==> src/inc/pot_pkg.sv <==
// shared constants, command codes and carrier types of the quad pot command unit
package pot_pkg;

  // clock rate of ref_clk
  localparam int CLK_FREQ_MHZ      = 125;

  // frame geometry
  localparam int FRAME_BITS        = 16;
  localparam int WIPER_COUNT       = 4;
  localparam int WIPER_BITS        = 6;
  localparam int NV_WORDS          = 16;

  // wiper codes
  localparam logic [5:0] WIPER_MIDSCALE = 6'h20;
  localparam logic [5:0] WIPER_TOP      = 6'h3F;
  localparam logic [5:0] WIPER_ZERO     = 6'h00;

  // value after reset of the nonvolatile words past the wipers
  localparam logic [7:0] NV_USER_RESET  = 8'hFF;

  // nonvolatile store time, in milliseconds, and its cycle count
  localparam int STORE_TIME_MS     = 25;
  localparam int STORE_CYCLES      = STORE_TIME_MS * 1000 * CLK_FREQ_MHZ;

  // width of the low pulse on the ready pin, in nanoseconds, and its cycle count
  localparam int READY_PULSE_NS    = 1000;
  localparam int READY_PULSE_CYCLES = (READY_PULSE_NS * CLK_FREQ_MHZ + 999) / 1000;

  // width of the cycle counter used for the store and ready timing
  localparam int TIMER_BITS        = 22;

  // command codes
  localparam logic [3:0] CMD_NOP          = 4'h0;
  localparam logic [3:0] CMD_RESTORE_ONE  = 4'h1;
  localparam logic [3:0] CMD_STORE_WIPER  = 4'h2;
  localparam logic [3:0] CMD_STORE_DATA   = 4'h3;
  localparam logic [3:0] CMD_HALVE_ONE    = 4'h4;
  localparam logic [3:0] CMD_HALVE_ALL    = 4'h5;
  localparam logic [3:0] CMD_DEC_ONE      = 4'h6;
  localparam logic [3:0] CMD_DEC_ALL      = 4'h7;
  localparam logic [3:0] CMD_RESTORE_ALL  = 4'h8;
  localparam logic [3:0] CMD_READ_NV      = 4'h9;
  localparam logic [3:0] CMD_READ_WIPER   = 4'hA;
  localparam logic [3:0] CMD_WRITE_WIPER  = 4'hB;
  localparam logic [3:0] CMD_DOUBLE_ONE   = 4'hC;
  localparam logic [3:0] CMD_DOUBLE_ALL   = 4'hD;
  localparam logic [3:0] CMD_INC_ONE      = 4'hE;
  localparam logic [3:0] CMD_INC_ALL      = 4'hF;

  // one command frame, most significant field first
  typedef struct packed {
    logic [3:0] command_bits;
    logic [3:0] address_bits;
    logic [7:0] data_bits;
  } frame_s;

  // the four wiper positions as seen by the analog side
  typedef struct packed {
    logic [WIPER_COUNT-1:0][WIPER_BITS-1:0] wiper_scratchpad;
  } wiper_bus_s;

  // phases of the unit
  typedef enum logic [1:0] {
    PH_IDLE,
    PH_STORE,
    PH_READY
  } phase_e;

  // whole state of the unit
  typedef struct packed {
    logic                                   sclk_s1;
    logic                                   sclk_s2;
    logic                                   sclk_s3;
    logic                                   cs_s1;
    logic                                   cs_s2;
    logic                                   cs_s3;
    logic                                   sdi_s1;
    logic                                   sdi_s2;
    logic                                   wp_s1;
    logic                                   wp_s2;
    logic                                   pr_s1;
    logic                                   pr_s2;
    logic                                   pr_s3;
    logic [FRAME_BITS-1:0]                  shift;
    logic [3:0]                             bit_cnt;
    logic                                   any_bits;
    frame_s                                 last_frame;
    logic                                   last_valid;
    phase_e                                 phase;
    logic [TIMER_BITS-1:0]                  timer;
    logic [3:0]                             store_addr;
    logic [7:0]                             store_data;
    logic [WIPER_COUNT-1:0][WIPER_BITS-1:0] wiper;
    logic [NV_WORDS-1:0][7:0]               nv;
    logic                                   sdo_oe;
    logic                                   rdy_oe;
  } unit_state_s;

endpackage : pot_pkg

==> src/verilog/quad_pot_serial_command_unit.sv <==
// serial command interpreter, wiper scratchpads and nonvolatile store of the quad pot
//
// What this block does
// - sixteen-bit frames shift in msb first, select low
// - decode and execute only on select rising
// - wiper loads keep only six low data bits
// - bit counter frames in sixteens, thirty-two accepted
// - bare select pulse repeats last command, not at power-up
// - count not multiple of four: discard and clear
// - serial output released while select is high
// - slave modes: cpol0/cpha0 and cpol1/cpha1
// - store lasts 25 ms, shifter locked meanwhile
// - ready pin pulses low when store completes
// - codes 0..7: nop restore store halve decrement
// - codes 8..15: reload read write double increment
// - zero code means wiper at b terminal
// - power-on loads wipers from stored values, midscale
// - command 1 or 8 reloads wipers from store
// - preset low sets midscale, rising edge reloads
// - write protect low blocks all but restores and reads
// - command 11 writes wiper, command 2 stores it
// - serial output returns previous frame's word
// - frame: command, address, data fields msb first
// - halving shifts right, stops at zero
// - factory stored code is midscale 0x20
`timescale 1ns/1ns

module quad_pot_serial_command_unit
  import pot_pkg::*;
#(
  parameter int STORE_WAIT = STORE_CYCLES   // cycles of one nonvolatile store
)
(
  input  wire logic       ref_clk,          // 125 MHz system clock
  input  wire logic       arst_n,           // asynchronous reset, active low
  input  wire logic       sclk,             // serial clock from the host
  input  wire logic       cs_n,             // chip select, active low
  input  wire logic       sdi,              // serial data in
  input  wire logic       wp_n,             // write protect, active low
  input  wire logic       preset_strobe_n,  // preset strobe, active low
  output logic            sdo_o,            // open-drain serial data out, level when driven
  output logic            sdo_oe,           // serial data out pulled low while high
  output logic            rdy_o,            // open-drain ready, level when driven
  output logic            rdy_oe,           // ready pulled low while high
  output logic            store_busy,       // nonvolatile store in progress
  output wiper_bus_s      wipers            // wiper positions to the resistor arrays
);

  // registered state and its next value
  unit_state_s state_reg;
  unit_state_s state_next;

  // edge and level views of the synchronised pins
  logic sclk_rise;   // sampling edge in both supported modes
  logic cs_rise;     // end of frame
  logic cs_low;      // frame in progress
  logic pr_rise;     // preset released
  logic pr_low;      // preset held
  logic wr_ok;       // write protect released

  // step function for the shift and step commands
  function automatic logic [WIPER_BITS-1:0] adjust
  (
    input logic [3:0]            code,
    input logic [WIPER_BITS-1:0] value
  );
    logic [WIPER_BITS-1:0] res;
    res = value;
    unique case (code)
      // right shift, settles at zero by itself
      CMD_HALVE_ONE, CMD_HALVE_ALL:
      begin
        res = value >> 1;
      end
      // step down, held at zero
      CMD_DEC_ONE, CMD_DEC_ALL:
      begin
        if (value != WIPER_ZERO)
        begin
          res = value - 6'h01;
        end
      end
      // left shift, clamped at the top code
      CMD_DOUBLE_ONE, CMD_DOUBLE_ALL:
      begin
        if (value[WIPER_BITS-1])
        begin
          res = WIPER_TOP;
        end
        else
        begin
          res = {value[WIPER_BITS-2:0], 1'b0};
        end
      end
      // step up, held at the top code
      CMD_INC_ONE, CMD_INC_ALL:
      begin
        if (value != WIPER_TOP)
        begin
          res = value + 6'h01;
        end
      end
      // other codes leave the value alone
      default:
      begin
        res = value;
      end
    endcase
    return res;
  endfunction : adjust

  // pin views taken only from second and third synchroniser stages
  assign sclk_rise = state_reg.sclk_s2 & ~state_reg.sclk_s3;
  assign cs_rise   = state_reg.cs_s2 & ~state_reg.cs_s3;
  assign cs_low    = ~state_reg.cs_s2;
  assign pr_rise   = state_reg.pr_s2 & ~state_reg.pr_s3;
  assign pr_low    = ~state_reg.pr_s2;
  assign wr_ok     = state_reg.wp_s2;

  // next-state logic of the whole unit
  always_comb
  begin
    frame_s            fr;
    logic              do_exec;
    logic [1:0]        sel;
    logic [3:0]        nv_idx;
    fr         = state_reg.shift;
    do_exec    = 1'b0;
    sel        = 2'b00;
    nv_idx     = 4'h0;
    state_next = state_reg;

    // two-stage synchronisers, third stage kept for edge finding
    state_next.sclk_s1 = sclk;
    state_next.sclk_s2 = state_reg.sclk_s1;
    state_next.sclk_s3 = state_reg.sclk_s2;
    state_next.cs_s1   = cs_n;
    state_next.cs_s2   = state_reg.cs_s1;
    state_next.cs_s3   = state_reg.cs_s2;
    state_next.sdi_s1  = sdi;
    state_next.sdi_s2  = state_reg.sdi_s1;
    state_next.wp_s1   = wp_n;
    state_next.wp_s2   = state_reg.wp_s1;
    state_next.pr_s1   = preset_strobe_n;
    state_next.pr_s2   = state_reg.pr_s1;
    state_next.pr_s3   = state_reg.pr_s2;

    unique case (state_reg.phase)
      // listening to the serial port
      PH_IDLE:
      begin
        // both modes sample on the rising clock edge and shift out after it
        if (cs_low && sclk_rise)
        begin
          // msb first; the old word leaves through the top bit
          state_next.shift    = {state_reg.shift[FRAME_BITS-2:0], state_reg.sdi_s2};
          state_next.bit_cnt  = state_reg.bit_cnt + 4'h1;
          state_next.any_bits = 1'b1;
        end
        // frame closes when select rises
        if (cs_rise)
        begin
          state_next.bit_cnt  = 4'h0;
          state_next.any_bits = 1'b0;
          if (!state_reg.any_bits)
          begin
            // bare select pulse repeats the previous command
            if (state_reg.last_valid)
            begin
              fr      = state_reg.last_frame;
              do_exec = 1'b1;
            end
          end
          else if (state_reg.bit_cnt[1:0] != 2'b00)
          begin
            // misaligned count: frame dropped, counter cleared
            do_exec = 1'b0;
          end
          else if (state_reg.bit_cnt == 4'h0)
          begin
            // whole sixteen-bit frames only; the last one received counts
            fr                    = state_reg.shift;
            do_exec               = 1'b1;
            state_next.last_frame = state_reg.shift;
            state_next.last_valid = 1'b1;
          end
        end
        sel    = fr.address_bits[1:0];
        nv_idx = fr.address_bits;
        if (do_exec)
        begin
          unique case (fr.command_bits)
            // nothing to do
            CMD_NOP:
            begin
              state_next.last_valid = state_reg.last_valid;
            end
            // reload one wiper, allowed even under write protect
            CMD_RESTORE_ONE:
            begin
              state_next.wiper[sel] = state_reg.nv[sel][WIPER_BITS-1:0];
            end
            // reload all wipers, allowed even under write protect
            CMD_RESTORE_ALL:
            begin
              for (int i = 0; i < WIPER_COUNT; i++)
              begin
                state_next.wiper[i] = state_reg.nv[i][WIPER_BITS-1:0];
              end
            end
            // save a wiper to its nonvolatile word
            CMD_STORE_WIPER:
            begin
              if (wr_ok)
              begin
                state_next.store_addr = {2'b00, sel};
                state_next.store_data = {2'b00, state_reg.wiper[sel]};
                state_next.timer      = '0;
                state_next.phase      = PH_STORE;
              end
            end
            // save the data byte to any nonvolatile word
            CMD_STORE_DATA:
            begin
              if (wr_ok)
              begin
                state_next.store_addr = nv_idx;
                state_next.store_data = fr.data_bits;
                state_next.timer      = '0;
                state_next.phase      = PH_STORE;
              end
            end
            // stored word goes out in the next frame
            CMD_READ_NV:
            begin
              state_next.shift = {fr.command_bits, fr.address_bits, state_reg.nv[nv_idx]};
            end
            // wiper goes out in the next frame
            CMD_READ_WIPER:
            begin
              state_next.shift = {fr.command_bits, fr.address_bits, 2'b00,
                                  state_reg.wiper[sel]};
            end
            // direct wiper load, six low data bits only; zero puts it at terminal b
            CMD_WRITE_WIPER:
            begin
              if (wr_ok)
              begin
                state_next.wiper[sel] = fr.data_bits[WIPER_BITS-1:0];
              end
            end
            // shift and step commands, one wiper or all of them
            default:
            begin
              if (wr_ok)
              begin
                for (int i = 0; i < WIPER_COUNT; i++)
                begin
                  if (fr.command_bits[0] || (sel == 2'(i)))
                  begin
                    state_next.wiper[i] = adjust(fr.command_bits, state_reg.wiper[i]);
                  end
                end
              end
            end
          endcase
        end
      end
      // store under way: shifter locked, select and clock ignored
      PH_STORE:
      begin
        state_next.bit_cnt  = 4'h0;
        state_next.any_bits = 1'b0;
        state_next.timer    = state_reg.timer + 22'h000001;
        if (state_reg.timer == TIMER_BITS'(STORE_WAIT - 1))
        begin
          // commit the word and start the ready pulse
          state_next.nv[state_reg.store_addr] = state_reg.store_data;
          state_next.timer  = '0;
          state_next.rdy_oe = 1'b1;
          state_next.phase  = PH_READY;
        end
      end
      // ready pin held low for a short pulse
      PH_READY:
      begin
        state_next.bit_cnt  = 4'h0;
        state_next.any_bits = 1'b0;
        state_next.timer    = state_reg.timer + 22'h000001;
        if (state_reg.timer == TIMER_BITS'(READY_PULSE_CYCLES - 1))
        begin
          state_next.rdy_oe = 1'b0;
          state_next.timer  = '0;
          state_next.phase  = PH_IDLE;
        end
      end
    endcase

    // preset pin overrides the serial port on the wipers
    if (pr_low)
    begin
      for (int i = 0; i < WIPER_COUNT; i++)
      begin
        state_next.wiper[i] = WIPER_MIDSCALE;
      end
    end
    else if (pr_rise)
    begin
      for (int i = 0; i < WIPER_COUNT; i++)
      begin
        state_next.wiper[i] = state_reg.nv[i][WIPER_BITS-1:0];
      end
    end

    // serial output pulls low only inside a frame and only for a zero bit
    state_next.sdo_oe = ~state_reg.cs_s2 & ~state_next.shift[FRAME_BITS-1];
  end

  // state register; power-on loads the factory store and wipers from it
  always_ff @(posedge ref_clk or negedge arst_n)
  begin
    if (!arst_n)
    begin
      state_reg            <= '0;
      state_reg.sclk_s1    <= 1'b0;
      state_reg.sclk_s2    <= 1'b0;
      state_reg.sclk_s3    <= 1'b0;
      state_reg.cs_s1      <= 1'b1;
      state_reg.cs_s2      <= 1'b1;
      state_reg.cs_s3      <= 1'b1;
      state_reg.wp_s1      <= 1'b1;
      state_reg.wp_s2      <= 1'b1;
      state_reg.pr_s1      <= 1'b1;
      state_reg.pr_s2      <= 1'b1;
      state_reg.pr_s3      <= 1'b1;
      state_reg.phase      <= PH_IDLE;
      state_reg.last_valid <= 1'b0;
      for (int i = 0; i < NV_WORDS; i++)
      begin
        if (i < WIPER_COUNT)
        begin
          state_reg.nv[i]    <= {2'b00, WIPER_MIDSCALE};
          state_reg.wiper[i] <= WIPER_MIDSCALE;
        end
        else
        begin
          state_reg.nv[i] <= NV_USER_RESET;
        end
      end
    end
    else
    begin
      state_reg <= state_next;
    end
  end

  // open-drain pins drive only a low level
  assign sdo_o      = 1'b0;
  assign sdo_oe     = state_reg.sdo_oe;
  assign rdy_o      = 1'b0;
  assign rdy_oe     = state_reg.rdy_oe;
  assign store_busy = (state_reg.phase == PH_STORE);
  assign wipers     = '{wiper_scratchpad: state_reg.wiper};

endmodule : quad_pot_serial_command_unit
==> config.mk <==
export PLATFORM = sky130hd
export DESIGN_NAME = quad_pot_serial_command_unit
export DESIGN_NICKNAME = d
export VERILOG_FILES = /design/src/inc/pot_pkg.sv /design/src/verilog/quad_pot_serial_command_unit.sv
export SDC_FILE = /design/constraint.sdc
export NUM_CORES = 1
export LEC_CHECK = 0
export BUFFER_PORTS_ARGS = -buffer_cell sky130_fd_sc_hd__clkbuf_2
export CAP_MARGIN = 20
export CORE_MARGIN = 2
export CORE_UTILIZATION = 31
export CTS_CLUSTER_SIZE = 14
export DETAILED_ROUTE_END_ITERATION = 16
export SLEW_MARGIN = 0
export SYNTH_ARGS = -nofsm -noshare
export SYNTH_HDL_FRONTEND = slang
export SYNTH_SLANG_ARGS = --single-unit
==> constraint.sdc <==
create_clock -name ref_clk -period 3.4 [get_ports ref_clk]
set_clock_uncertainty 0.1 [all_clocks]
set_input_delay 0 -clock ref_clk [delete_from_list [all_inputs] [get_ports ref_clk]]
set_output_delay 0 -clock ref_clk [all_outputs]
set_load 0.005 [all_outputs]
==> Implementation_results.wiki, run 1 <==
{| class="wikitable"
! Metric !! Value
|-
| Count of cell types in the netlist || 84
|-
| Number of search-and-repair iterations in the first detailed-routing pass || 7
|-
| Number of placement rows || 78
|-
| Max reg flops || 206
|-
| Sequential cell area || 6170 um^2
|-
| Final routed wirelength across all metal layers || 43.5 mm
|-
| Max Buffers Root-to-Sink || 3
|-
| Final count of negative-setup-slack endpoints || 0
|-
| TritonCTS buffer count || 27
|-
| Most frequent cell after synthesis || nand2_1
|-
| TritonCTS clock tree || yes
|-
| Total Neg Setup Slack || 0 ps
|-
| Launching element type of the critical path || flip-flop
|-
| Via count of the first global-routing pass || 11,300
|-
| Average vias per placed instance || 5.65
|-
| Residual overflow from global routing || 0
|-
| Result of the run || finished clean
|-
| Tot Pwr || 0.0121 W
|-
| Worst Hold Class || input pin to flip-flop
|-
| Final-stage net count || 1,451
|-
| Fin crit period || 3170 ps
|-
| Largest area contributor in the synthesized netlist || dfrtp_1
|-
| Port Buffer Count || 33
|-
| X dimension of the die || 218 um
|-
| Ratio of cells with drive above 1 in the final layout || 32.0%
|-
| DRC errors left || 0
|-
| Clock root buffer || clkbuf_16
|-
| Highest Clock Rate || 315 MHz
|-
| Count of pins on the block boundary || 36
|-
| Die Y || 218 um
|-
| Number of storage elements in the synthesis netlist || 241
|-
| Setup repair after global routing missed its margin || false
|-
| Portion of the clock cycle consumed by the worst path in the final layout || 93.4%
|-
| Post-detailed-route count of antenna-violating nets || 0
|-
| Hold-critical path depth || 2
|-
| Area of the die || 47,400 um^2
|-
| Worst-path clk slew || 60 ps
|-
| Post-synthesis cell area || 14,200 um^2
|-
| Number of max-cap violations || 0
|-
| Final Max Tran Viols || 0
|-
| Clock Latency Late Sink || 550 ps
|-
| Proportion of register bits with asynchronous set or reset after synthesis || 100%
|-
| # fillers || 4,572
|-
| Power density over the cells || 747 nW/um^2
|-
| Vias post-DR || 11,600
|-
| Top cells by instance count after synthesis || nand2_1 (171), mux2_2 (155), dfrtp_1 (129)
|-
| Sinks on the clock net || 241
|-
| Area taken by multi-input logic gates || 7320 um^2
|-
| Critical-path maximum fanout || 8
|-
| Arrival time at the worst endpoint || 3510 ps
|-
| Post-DP HPWL || 29.9 mm
|-
| Post-synthesis sequential area ratio || 43.5%
|-
| WL per Instance || 21.2 um
|-
| Starting density of the core || 31.3%
|-
| Normalized max-slew margin || 25.9%
|-
| Mapped Avg Cell Area || 9.95 um^2
|-
| Share of the synthesized area in the top cell type || 22.8%
|-
| Gr usage total || 18.2%
|-
| Global-route wire length before repair || 68.6 mm
|-
| Hold violation count in the final report || 0
|-
| Gate count of the mapped netlist || 1,425
|-
| Worst reg2reg path depth || 8
|-
| Leakage power || 6.37 nW
|-
| Synth-to-Final Area Change || 13.8%
|-
| Violation count after the first detailed-route iteration || 1,090
|-
| H-tree levels || 1
|-
| Top cells by area in the synthesized netlist || dfrtp_1 (23%), dfstp_2 (21%), mux2_2 (12%), nand2_1 (4.5%), o21ai_0 (3.1%)
|-
| Worst setup path class || flip-flop to flip-flop
|-
| Most frequently used flop master after synthesis || dfrtp_1
|-
| Count of flip-flops with a built-in enable after synthesis || 0
|-
| Transition time of the tightest slew-check pin || 1110 ps
|-
| Pin count of the biggest net entering global routing || 114
|-
| Number of antenna violations at the first check in global routing || 0
|-
| Required time of the worst setup path || 3740 ps
|-
| Weighted congestion reported at the end of routability-driven placement || 0.942
|-
| Peak supply drop || 364 uV
|-
| Worst setup EP type || flip-flop
|-
| Count of synthesis-stage warnings from yosys || 0
|-
| Diodes inserted || 0
|-
| Core box area || 45,300 um^2
|}
[path summary, 6_finish.rpt]
kind / start / endpoint / slack, ps
min in group asynchronous: arst_n / state_reg[169] / 60
max reg2reg: state_reg[166] / state_reg[5] / 230
min: cs_n / state_next[236] / 20
max: state_reg[166] / state_reg[5] / 230
max in group asynchronous: arst_n / state_reg[44] / 2210
min reg2reg: state_next[231] / wr_ok / 250
[power by group]
group	switching, W	internal (W)	total (W)
clock	0.00120	0.00164	0.00284
combinational	0.00319	0.00205	0.00524
sequential	0.000779	0.00320	0.00398
[per-layer routing]
layer  wire length [um]  track usage, %
met1              19400            25.2
met2              20000            29.5
met3               2580            2.40
met4               1400            6.12
met5                  0               0
[worst max-delay path, cell delays in order (launching register included)]
cell and delay (ps):
dfrtp_1 430, ha_1 250, or4b_1 480, nor4_2 330, nand3_1 170, or3_1 550, nor3_4 280, buf_12 160
mux2_2 340
[metrics by stage]
stage | cell area, um^2 | utilization, % | worst slack, ps | hold slack (ps) | std cells
final | 16100 | 35.6 | 225 | 22.8 | 2054
after CTS | 16100 | 35.6 | 193 | 2.12 | 2053
after global placement | 15200 | 33.5 | 251 | -7.00 | 1995
after global routing | 16100 | 35.6 | 35.8 | 23.4 | 2054
after floorplan | 14200 | - | 190 | -396 | 1426
after detailed placement | 15200 | 33.5 | 184 | -7.90 | 1995
[kinds of logic (layout without fill, tap and decap cells)]
group	count (synthesis)	count (layout)	synth area share [%]
other	1	2	0.0265
muxes	210	210	17.7
AOI/OAI and AO/OA	348	348	16.2
adders and majority gates	11	11	0.971
xor gates and xnor gates	23	23	1.42
and+or+nand+nor	428	428	14.9
buffers and inverters	163	191	5.23
DFF	241	241	43.5
[placed cells by master, fill, tap and decap left out, drive strengths merged, types with 5 or more instances in the layout]
cell,synthesis,final
clkinv,1,8
o221ai,15,15
buf,51,74
or3,12,12
xnor2,20,20
nor4b,6,6
mux2i,39,39
inv,26,29
or4,5,5
nand4,12,12
nor2b,10,10
o211ai,11,11
nor2,89,89
a32o,6,6
o21a,5,5
ha,11,11
nand2b,11,11
nand3b,7,7
dfstp,112,112
o21ai,88,88
a22oi,5,5
nor3,21,21
o31ai,20,20
nand2,171,171
nor4,8,8
and3,11,11
a211oi,18,18
a221o,7,7
clkbuf,85,70
dlygate4sd3,0,8
a21oi,55,55
o22ai,34,34
a311oi,13,13
mux2,155,155
a31oi,28,28
mux4,16,16
nand3,38,38
dfrtp,129,129
[timing repair]
item	in CTS	in global routing
resized for setup	0	1
setup buffers	0	1
endpoints found under the setup margin	0	9
endpoints found under the hold margin	116	0
hold buffers	8	0
[cell type report]
cell class	instances	share of cell area, %
multi-input cells	1022	45.4
flip-flops and latches	241	38.3
repair buffers	114	5.68
clock buffers	38	4.95
well taps	600	4.65
inverters	27	0.628
clock inverters	12	0.434
(Power assumes the default switching activity.)
==> inputs of run 2 (changes only) <==
--- a/config.mk
+++ b/config.mk
@@ -9,6 +9,7 @@
 export CAP_MARGIN = 20
 export CORE_MARGIN = 2
 export CORE_UTILIZATION = 31
+export CTS_BUF_LIST = sky130_fd_sc_hd__clkbuf_4 sky130_fd_sc_hd__clkbuf_8 sky130_fd_sc_hd__clkbuf_16
 export CTS_CLUSTER_SIZE = 14
 export DETAILED_ROUTE_END_ITERATION = 16
 export SLEW_MARGIN = 0
==> run 2 against run 1 <==
Global-route usage about the same. Via count down 0.18%. Worst hold slack better by 0.75 ps. Highest routed layer unchanged. Count of clock-buffer cells in the layout unchanged. Sequential share of layout area about the same. Critical endpoint unchanged. Largest cell class unchanged. Setup slack worse by 4.3 ps. Utilization about the same. Combinational power about the same.
==> Implementation_results.wiki, run 2 (same netlist as run 1, synthesis figures left out) <==
{| class="wikitable"
! Metric !! Value
|-
| Weighted congestion reported at the end of routability-driven placement || 0.942 (unchanged)
|-
| Number of antenna violations at the first check in global routing || 0 (unchanged)
|-
| Post-detailed-route count of antenna-violating nets || 0 (unchanged)
|-
| DRC errors left || 0 (unchanged)
|-
| X dimension of the die || 218 um (unchanged)
|-
| Average vias per placed instance || 5.64 (was 5.65)
|-
| Hold violation count in the final report || 0 (unchanged)
|-
| Vias post-DR || 11,600 (about the same)
|-
| Peak supply drop || 364 uV (about the same)
|-
| Area taken by multi-input logic gates || 7320 um^2 (unchanged)
|-
| Fin crit period || 3180 ps (was 3170 ps)
|-
| Count of pins on the block boundary || 36 (unchanged)
|-
| Max Buffers Root-to-Sink || 3 (unchanged)
|-
| Final routed wirelength across all metal layers || 43.4 mm (was 43.5 mm)
|-
| Sequential cell area || 6170 um^2 (unchanged)
|-
| Worst slack at placement || 184 ps (unchanged)
|-
| Area of the die || 47,400 um^2 (unchanged)
|-
| Tot Pwr || 0.0121 W (about the same)
|-
| Total met3 wirelength after detailed routing || 2.84 mm (was 2.58 mm)
|-
| # fillers || 4,574 (was 4,572)
|-
| Synth-to-Final Area Change || 13.9% (was 13.8%)
|-
| Number of search-and-repair iterations in the first detailed-routing pass || 5 (was 7)
|-
| Setup slack on the worst flop-to-flop path || 220 ps (was 230 ps)
|-
| Worst Hold Class || input pin to flip-flop (unchanged)
|-
| Wire length on met2 || 20.1 mm (was 20.0 mm)
|-
| Final Max Tran Viols || 0 (unchanged)
|-
| TritonCTS buffer count || 27 (unchanged)
|-
| Power density over the cells || 748 nW/um^2 (was 747 nW/um^2)
|-
| Sinks on the clock net || 241 (unchanged)
|-
| Number of placement rows || 78 (unchanged)
|-
| Violation count after the first detailed-route iteration || 1,081 (was 1,090)
|-
| Gr usage total || 18.2% (about the same)
|-
| Result of the run || finished clean (unchanged)
|-
| Leakage power || 6.39 nW (was 6.37 nW)
|-
| Ratio of cells with drive above 1 in the final layout || 32.3% (was 32.0%)
|-
| Most common cell after layout, fill and taps aside || nand2_1 (unchanged)
|-
| H-tree levels || 1 (unchanged)
|-
| Die Y || 218 um (unchanged)
|-
| Number of max-cap violations || 0 (unchanged)
|-
| Pin count of the biggest net entering global routing || 114 (unchanged)
|-
| WL per Instance || 21.1 um (was 21.2 um)
|-
| Via count of the first global-routing pass || 11,300 (about the same)
|-
| Residual overflow from global routing || 0 (unchanged)
|-
| Diodes inserted || 0 (unchanged)
|-
| Max reg flops || 206 (unchanged)
|-
| Normalized max-slew margin || 26.1% (was 25.9%)
|-
| Setup repair after global routing missed its margin || false (unchanged)
|-
| Global-route wire length before repair || 68.5 mm (was 68.6 mm)
|-
| Post-route worst setup slack || 221 ps (was 225 ps)
|-
| Post-DP HPWL || 29.9 mm (unchanged)
|-
| Worst hold margin || 23.6 ps (was 22.8 ps)
|-
| Final count of negative-setup-slack endpoints || 0 (unchanged)
|-
| Portion of the clock cycle consumed by the worst path in the final layout || 93.5% (was 93.4%)
|-
| Highest layer used for signal routing || met4 (unchanged)
|-
| Launching element type of the critical path || flip-flop (unchanged)
|-
| Starting density of the core || 31.3% (unchanged)
|-
| Worst-path clk slew || 60 ps (about the same)
|-
| Highest Clock Rate || 315 MHz (about the same)
|-
| Total Neg Setup Slack || 0 ps (unchanged)
|-
| Clock Latency Late Sink || 550 ps (about the same)
|-
| Worst setup EP type || flip-flop (unchanged)
|-
| Core box area || 45,300 um^2 (unchanged)
|-
| TritonCTS clock tree || yes (unchanged)
|-
| Clock root buffer || clkbuf_16 (unchanged)
|-
| Port Buffer Count || 33 (unchanged)
|-
| Final-stage net count || 1,451 (unchanged)
|-
| Arrival time at the worst endpoint || 3510 ps (about the same)
|-
| Critical-path maximum fanout || 8 (unchanged)
|-
| Worst setup path class || flip-flop to flip-flop (unchanged)
|-
| Post-Route M1 WL || 19.1 mm (was 19.4 mm)
|-
| Top library cells by usage in the layout, fill and taps aside || nand2_1 (171), mux2_2 (155), dfrtp_1 (129) (unchanged)
|-
| Required time of the worst setup path || 3730 ps (was 3740 ps)
|-
| Transition time of the tightest slew-check pin || 1110 ps (about the same)
|-
| Final cell utilization of the core || 35.7% (was 35.6%)
|}
[run 2: changes by cell type in the layout (fill, tap and decap cells not counted)]
cell      before  now
clkbuf_4       0    4
clkbuf_1       4    0
[run 2: metal layers]
layer	up-vias	track usage, %
li1	5250	-
met4	0	6.12
met5	-	0
met2	425	29.5
met3	96	2.40
met1	5821	25.2
[run 2: path summary, 6_finish.rpt]
| check | startpoint | endpoint | cells after the start |
|---|---|---|---|
| worst max-delay path | state_reg[166] | state_reg[5] | 8 |
| worst min register to register | state_next[231] | wr_ok | 0 |
| worst min-delay path | cs_n | state_next[236] | 2 |
| max in group asynchronous | arst_n | state_next[229] | 3 |
| min in group asynchronous | arst_n | state_reg[169] | 2 |
| worst max register to register | state_reg[166] | state_reg[5] | 8 |
[run 2: cell type report]
cell class	instances	area share (%)
multi-input combinational	1022	45.4
timing repair buffer	114	5.67
sequential	241	38.2
tap	600	4.65
clock inverter	12	0.434
inverter	27	0.628
clock buffer	38	5.04
[run 2: per-stage QoR]
stage	cell area, um^2	std cells
2_1_floorplan	14200	1426
3_3_place_gp	15200	1995
3_5_place_dp	15200	1995
4_1_cts	16100	2053
5_1_grt	16100	2054
6_report	16100	2054
[run 2: power breakdown]
part | switching, W | total (W) | internal, W
logic | 0.00319 | 0.00524 | 0.00205
registers | 0.000770 | 0.00397 | 0.00320
clock network | 0.00119 | 0.00286 | 0.00167
total | 0.00515 | 0.0121 | 0.00692
[run 2: worst max-delay path, cell delays in order, from the launching register on]
cell and delay, ps:
dfrtp_1 430, ha_1 250, or4b_1 480, nor4_2 330, nand3_1 170, or3_1 550, nor3_4 280, buf_12 160
mux2_2 340
[run 2: what timing repair did]
action                                  4_1_cts  5_1_grt
endpoints found under the hold margin       116        0
setup buffers                                 0        1
hold buffers                                  8        0
endpoints found under the setup margin        0        9
gates resized for setup                       0        1
==> inputs of run 3 (changes only) <==
--- a/config.mk
+++ b/config.mk
@@ -5,6 +5,7 @@
 export SDC_FILE = /design/constraint.sdc
 export NUM_CORES = 1
 export LEC_CHECK = 0
+export ABC_AREA = 1
 export BUFFER_PORTS_ARGS = -buffer_cell sky130_fd_sc_hd__clkbuf_2
 export CAP_MARGIN = 20
 export CORE_MARGIN = 2
==> run 3 against run 2 <==
The run now ends with hold timing left. Final area is 0.89% lower. Count of clock-buffer cells in the layout is 1 higher. Register-to-register slack worse by 40 ps. Critical path depth is 8 higher. Utilization is 0.16 points lower. Cell count is 22% higher. Total power is 8.4% higher. Critical endpoint is now wipers[4].
==> Implementation_results.wiki, run 3 <==
{| class="wikitable"
! Metric !! Value
|-
| Result of the run || finished with violations (was finished clean)
|-
| Violated checks || hold timing
|-
| Final count of negative-setup-slack endpoints || 0 (unchanged)
|-
| Global-route wire length before repair || 72.6 mm (was 68.5 mm)
|-
| Post-synthesis sequential area ratio || 43.8% (was 43.5%)
|-
| Largest area contributor in the synthesized netlist || dfrtp_1 (unchanged)
|-
| Hold violation count in the final report || 2 (was 0)
|-
| Port Buffer Count || 33 (unchanged)
|-
| Launching element type of the critical path || flip-flop (unchanged)
|-
| Count of pins on the block boundary || 36 (unchanged)
|-
| Weighted congestion reported at the end of routability-driven placement || 0.947 (was 0.942)
|-
| DRC errors left || 0 (unchanged)
|-
| Top cells by instance count after synthesis || nand2_1 (514), o21ai_0 (268), inv_1 (152) (was nand2_1 (171), mux2_2 (155), dfrtp_1 (129))
|-
| Highest Clock Rate || 311 MHz (was 315 MHz)
|-
| Residual overflow from global routing || 0 (unchanged)
|-
| Number of search-and-repair iterations in the first detailed-routing pass || 5 (unchanged)
|-
| Post-DP HPWL || 32.1 mm (was 29.9 mm)
|-
| Area of the die || 47,200 um^2 (was 47,400 um^2)
|-
| Vias post-DR || 13,300 (was 11,600)
|-
| Worst Hold Class || input pin to asynchronous set/reset pin (was input pin to flip-flop)
|-
| Max reg flops || 206 (unchanged)
|-
| Synth-to-Final Area Change || 13.5% (was 13.9%)
|-
| H-tree levels || 1 (unchanged)
|-
| Core box area || 45,100 um^2 (was 45,300 um^2)
|-
| Share of the synthesized area in the top cell type || 22.9% (was 22.8%)
|-
| Final Instance Count excl. Fillers || 2,508 (was 2,054)
|-
| Clock Latency Late Sink || 570 ps (was 550 ps)
|-
| Number of storage elements in the synthesis netlist || 241 (unchanged)
|-
| Top cells by area in the synthesized netlist || dfrtp_1 (23%), dfstp_2 (21%), nand2_1 (14%), o21ai_0 (9.5%), inv_1 (4.0%) (was dfrtp_1 (23%), dfstp_2 (21%), mux2_2 (12%), nand2_1 (4.5%), o21ai_0 (3.1%))
|-
| Worst hold margin || -2.79 ps (was 23.6 ps)
|-
| Worst setup path class || flip-flop to flip-flop (unchanged)
|-
| Average vias per placed instance || 5.31 (was 5.64)
|-
| Number of placement rows || 78 (unchanged)
|-
| Critical-path maximum fanout || 10 (was 8)
|-
| Setup slack on the worst flop-to-flop path || 180 ps (was 220 ps)
|-
| Largest stage delay on the critical path || 560 ps (was 550 ps)
|-
| Most frequent cell after synthesis || nand2_1 (unchanged)
|-
| Max Buffers Root-to-Sink || 3 (unchanged)
|-
| Count of flip-flops with a built-in enable after synthesis || 0 (unchanged)
|-
| # placed instances || 2,442 (was 1,995)
|-
| Final routed wirelength across all metal layers || 45.6 mm (was 43.4 mm)
|-
| Gate count of the mapped netlist || 1,875 (was 1,425)
|-
| Count of synthesis-stage warnings from yosys || 0 (unchanged)
|-
| Worst reg2reg endpoint || wipers[4] (was state_reg[5])
|-
| Total Neg Setup Slack || 0 ps (unchanged)
|-
| Cells along the critical path || inv_2 > nor2_4 > nand2_2 > nand2_1 > nand2_1 > nand2_2 > inv_1 > nand2_4 > nand2_4 > nor3_2 > nand2_1 > nand3_1 > nor2_4 > inv_2 > a21oi_1 > a21oi_1 (was ha_1 > or4b_1 > nor4_2 > nand3_1 > or3_1 > nor3_4 > buf_12 > mux2_2)
|-
| Fin crit period || 3220 ps (was 3180 ps)
|-
| Normalized max-slew margin || 40.2% (was 26.1%)
|-
| Required time of the worst setup path || 3790 ps (was 3730 ps)
|-
| Pin count of the biggest net entering global routing || 106 (was 114)
|-
| Transition time of the tightest slew-check pin || 895 ps (was 1110 ps)
|-
| Proportion of register bits with asynchronous set or reset after synthesis || 100% (unchanged)
|-
| Starting density of the core || 31.3% (about the same)
|-
| Worst setup EP type || flip-flop (unchanged)
|-
| Peak supply drop || 485 uV (was 364 uV)
|-
| Leakage power || 6.68 nW (was 6.39 nW)
|-
| Die Y || 217 um (was 218 um)
|-
| Worst-path clk slew || 60 ps (about the same)
|-
| Power density over the cells || 818 nW/um^2 (was 748 nW/um^2)
|-
| Most frequent CP cell || nand2_1
|-
| X dimension of the die || 217 um (was 218 um)
|-
| Arrival time at the worst endpoint || 3600 ps (was 3510 ps)
|-
| Via count of the first global-routing pass || 12,800 (was 11,300)
|-
| CP max-delay cell || dfstp_2 (was or3_1)
|-
| Portion of the clock cycle consumed by the worst path in the final layout || 94.6% (was 93.5%)
|-
| TritonCTS buffer count || 28 (was 27)
|-
| Top library cells by usage in the layout, fill and taps aside || nand2_1 (512), o21ai_0 (268), inv_1 (151) (was nand2_1 (171), mux2_2 (155), dfrtp_1 (129))
|-
| Reg2reg start || state_next[235] (was state_reg[166])
|-
| Number of antenna violations at the first check in global routing || 0 (unchanged)
|-
| Diodes inserted || 0 (unchanged)
|-
| Clock root buffer || clkbuf_16 (unchanged)
|-
| Crit path buffers/inverters || 3 (was 1)
|-
| Post-detailed-route count of antenna-violating nets || 0 (unchanged)
|-
| Gr usage total || 19.3% (was 18.2%)
|-
| Worst reg2reg path depth || 16 (was 8)
|-
| Post-synthesis cell area || 14,100 um^2 (was 14,200 um^2)
|-
| Violation count after the first detailed-route iteration || 1,416 (was 1,081)
|-
| Ratio of cells with drive above 1 in the final layout || 15.6% (was 32.3%)
|-
| Most frequently used flop master after synthesis || dfrtp_1 (unchanged)
|-
| Mapped Avg Cell Area || 7.52 um^2 (was 9.95 um^2)
|-
| WL per Instance || 18.2 um (was 21.1 um)
|-
| Final-stage net count || 1,904 (was 1,451)
|-
| Most common cell after layout, fill and taps aside || nand2_1 (unchanged)
|-
| Count of cell types in the netlist || 60 (was 84)
|-
| Sinks on the clock net || 241 (unchanged)
|-
| Cell family with the largest share of critical-path delay || simple AND/OR/NAND/NOR gates (unchanged)
|-
| TritonCTS clock tree || yes (unchanged)
|-
| Number of max-cap violations || 0 (unchanged)
|-
| Final Max Tran Viols || 0 (unchanged)
|}
-- run 3: changes by cell type after synthesis, moves of 32 or more --
| cell | previous run | this run |
|---|---|---|
| inv_1 | 26 | 152 |
| clkbuf_1 | 85 | 49 |
| nor2_1 | 80 | 113 |
| nand2_1 | 171 | 514 |
| mux2_2 | 155 | 1 |
| nand3_1 | 38 | 94 |
| mux2i_1 | 37 | 0 |
| o21ai_0 | 87 | 268 |
| o22ai_1 | 34 | 66 |
-- run 3: worst max-delay path by stage --
stage | endpoint | slack, ps | cells past startpoint | from
after CTS | wipers[4] | 90 | 16 | state_next[235]
after floorplan | wipers[1] | 790 | 20 | state_next[235]
after detailed placement | wipers[4] | 110 | 16 | state_next[235]
after global routing | state_reg[212] | -7 | 16 | state_next[235]
after global placement | wipers[4] | 50 | 16 | state_next[235]
final | wipers[4] | 180 | 16 | state_next[235]
-- run 3: area by class of cell --
type	count	area, um^2
fillers	4748	29100
repair buffers	95	731
well taps	600	751
clock buffers	39	843
flip-flops and latches	241	6170
multi-input cells	1358	6730
inverters	162	613
clock inverters	13	161
-- run 3: cells by family (layout without fill, tap and decap cells) --
group | count (synthesis) | in the layout | synth area share [%]
and+or+nand+nor | 815 | 816 | 24.8
buffers and inverters | 278 | 309 | 8.66
xor gates and xnor gates | 7 | 7 | 0.435
DFF | 241 | 241 | 43.8
AOI/OAI and AO/OA | 521 | 521 | 21.3
other | 1 | 2 | 0.0266
muxes | 1 | 1 | 0.0799
adders and majority gates | 11 | 11 | 0.976
-- run 3: where the power goes --
| group | internal (W) | switching, W | leakage [nW] |
|---|---|---|---|
| registers | 0.00325 | 0.000484 | 2.83 |
| logic | 0.00190 | 0.00426 | 3.35 |
| clock network | 0.00191 | 0.00129 | 0.498 |
-- run 3: per-layer routing --
metal	vias up	wire length (um)	GRT usage (%)	part of all wire, %
met1	6441	20800	26.6	46
li1	6367	-	-	-
met4	0	1230	5.82	2.7
met2	434	21100	31.2	46
met5	-	0	0	0
met3	81	2470	2.78	5.4
-- run 3: per-stage QoR --
stage          area (um^2)  hold slack [ps]  worst slack (ps)  utilization, %  power, W
2_1_floorplan        14100             -396               788               -   0.00766
3_3_place_gp         14900            -7.28              45.3            32.9   0.00973
3_5_place_dp         14900            -7.73               110            32.9   0.00976
4_1_cts              16000             34.3              89.5            35.4    0.0130
5_1_grt              16000             56.3             -6.90            35.5    0.0139
6_report             16000            -2.79               184            35.5    0.0131
-- run 3: timing repair --
item                                   CTS  global route
setup buffers                            0             2
hold buffers                            11             0
setup endpoints to repair                0            21
endpoints found under the hold margin  106             0
gates resized for setup                  0             4
-- run 3: worst register-to-register path: cells and delay by family, from the launching register on --
family                 cells  cell delay [ps]
buffers and inverters      3              230
flip-flops                 1              560
AND/OR/NAND/NOR           11             2080
AO/OA/AOI/OAI              2              190
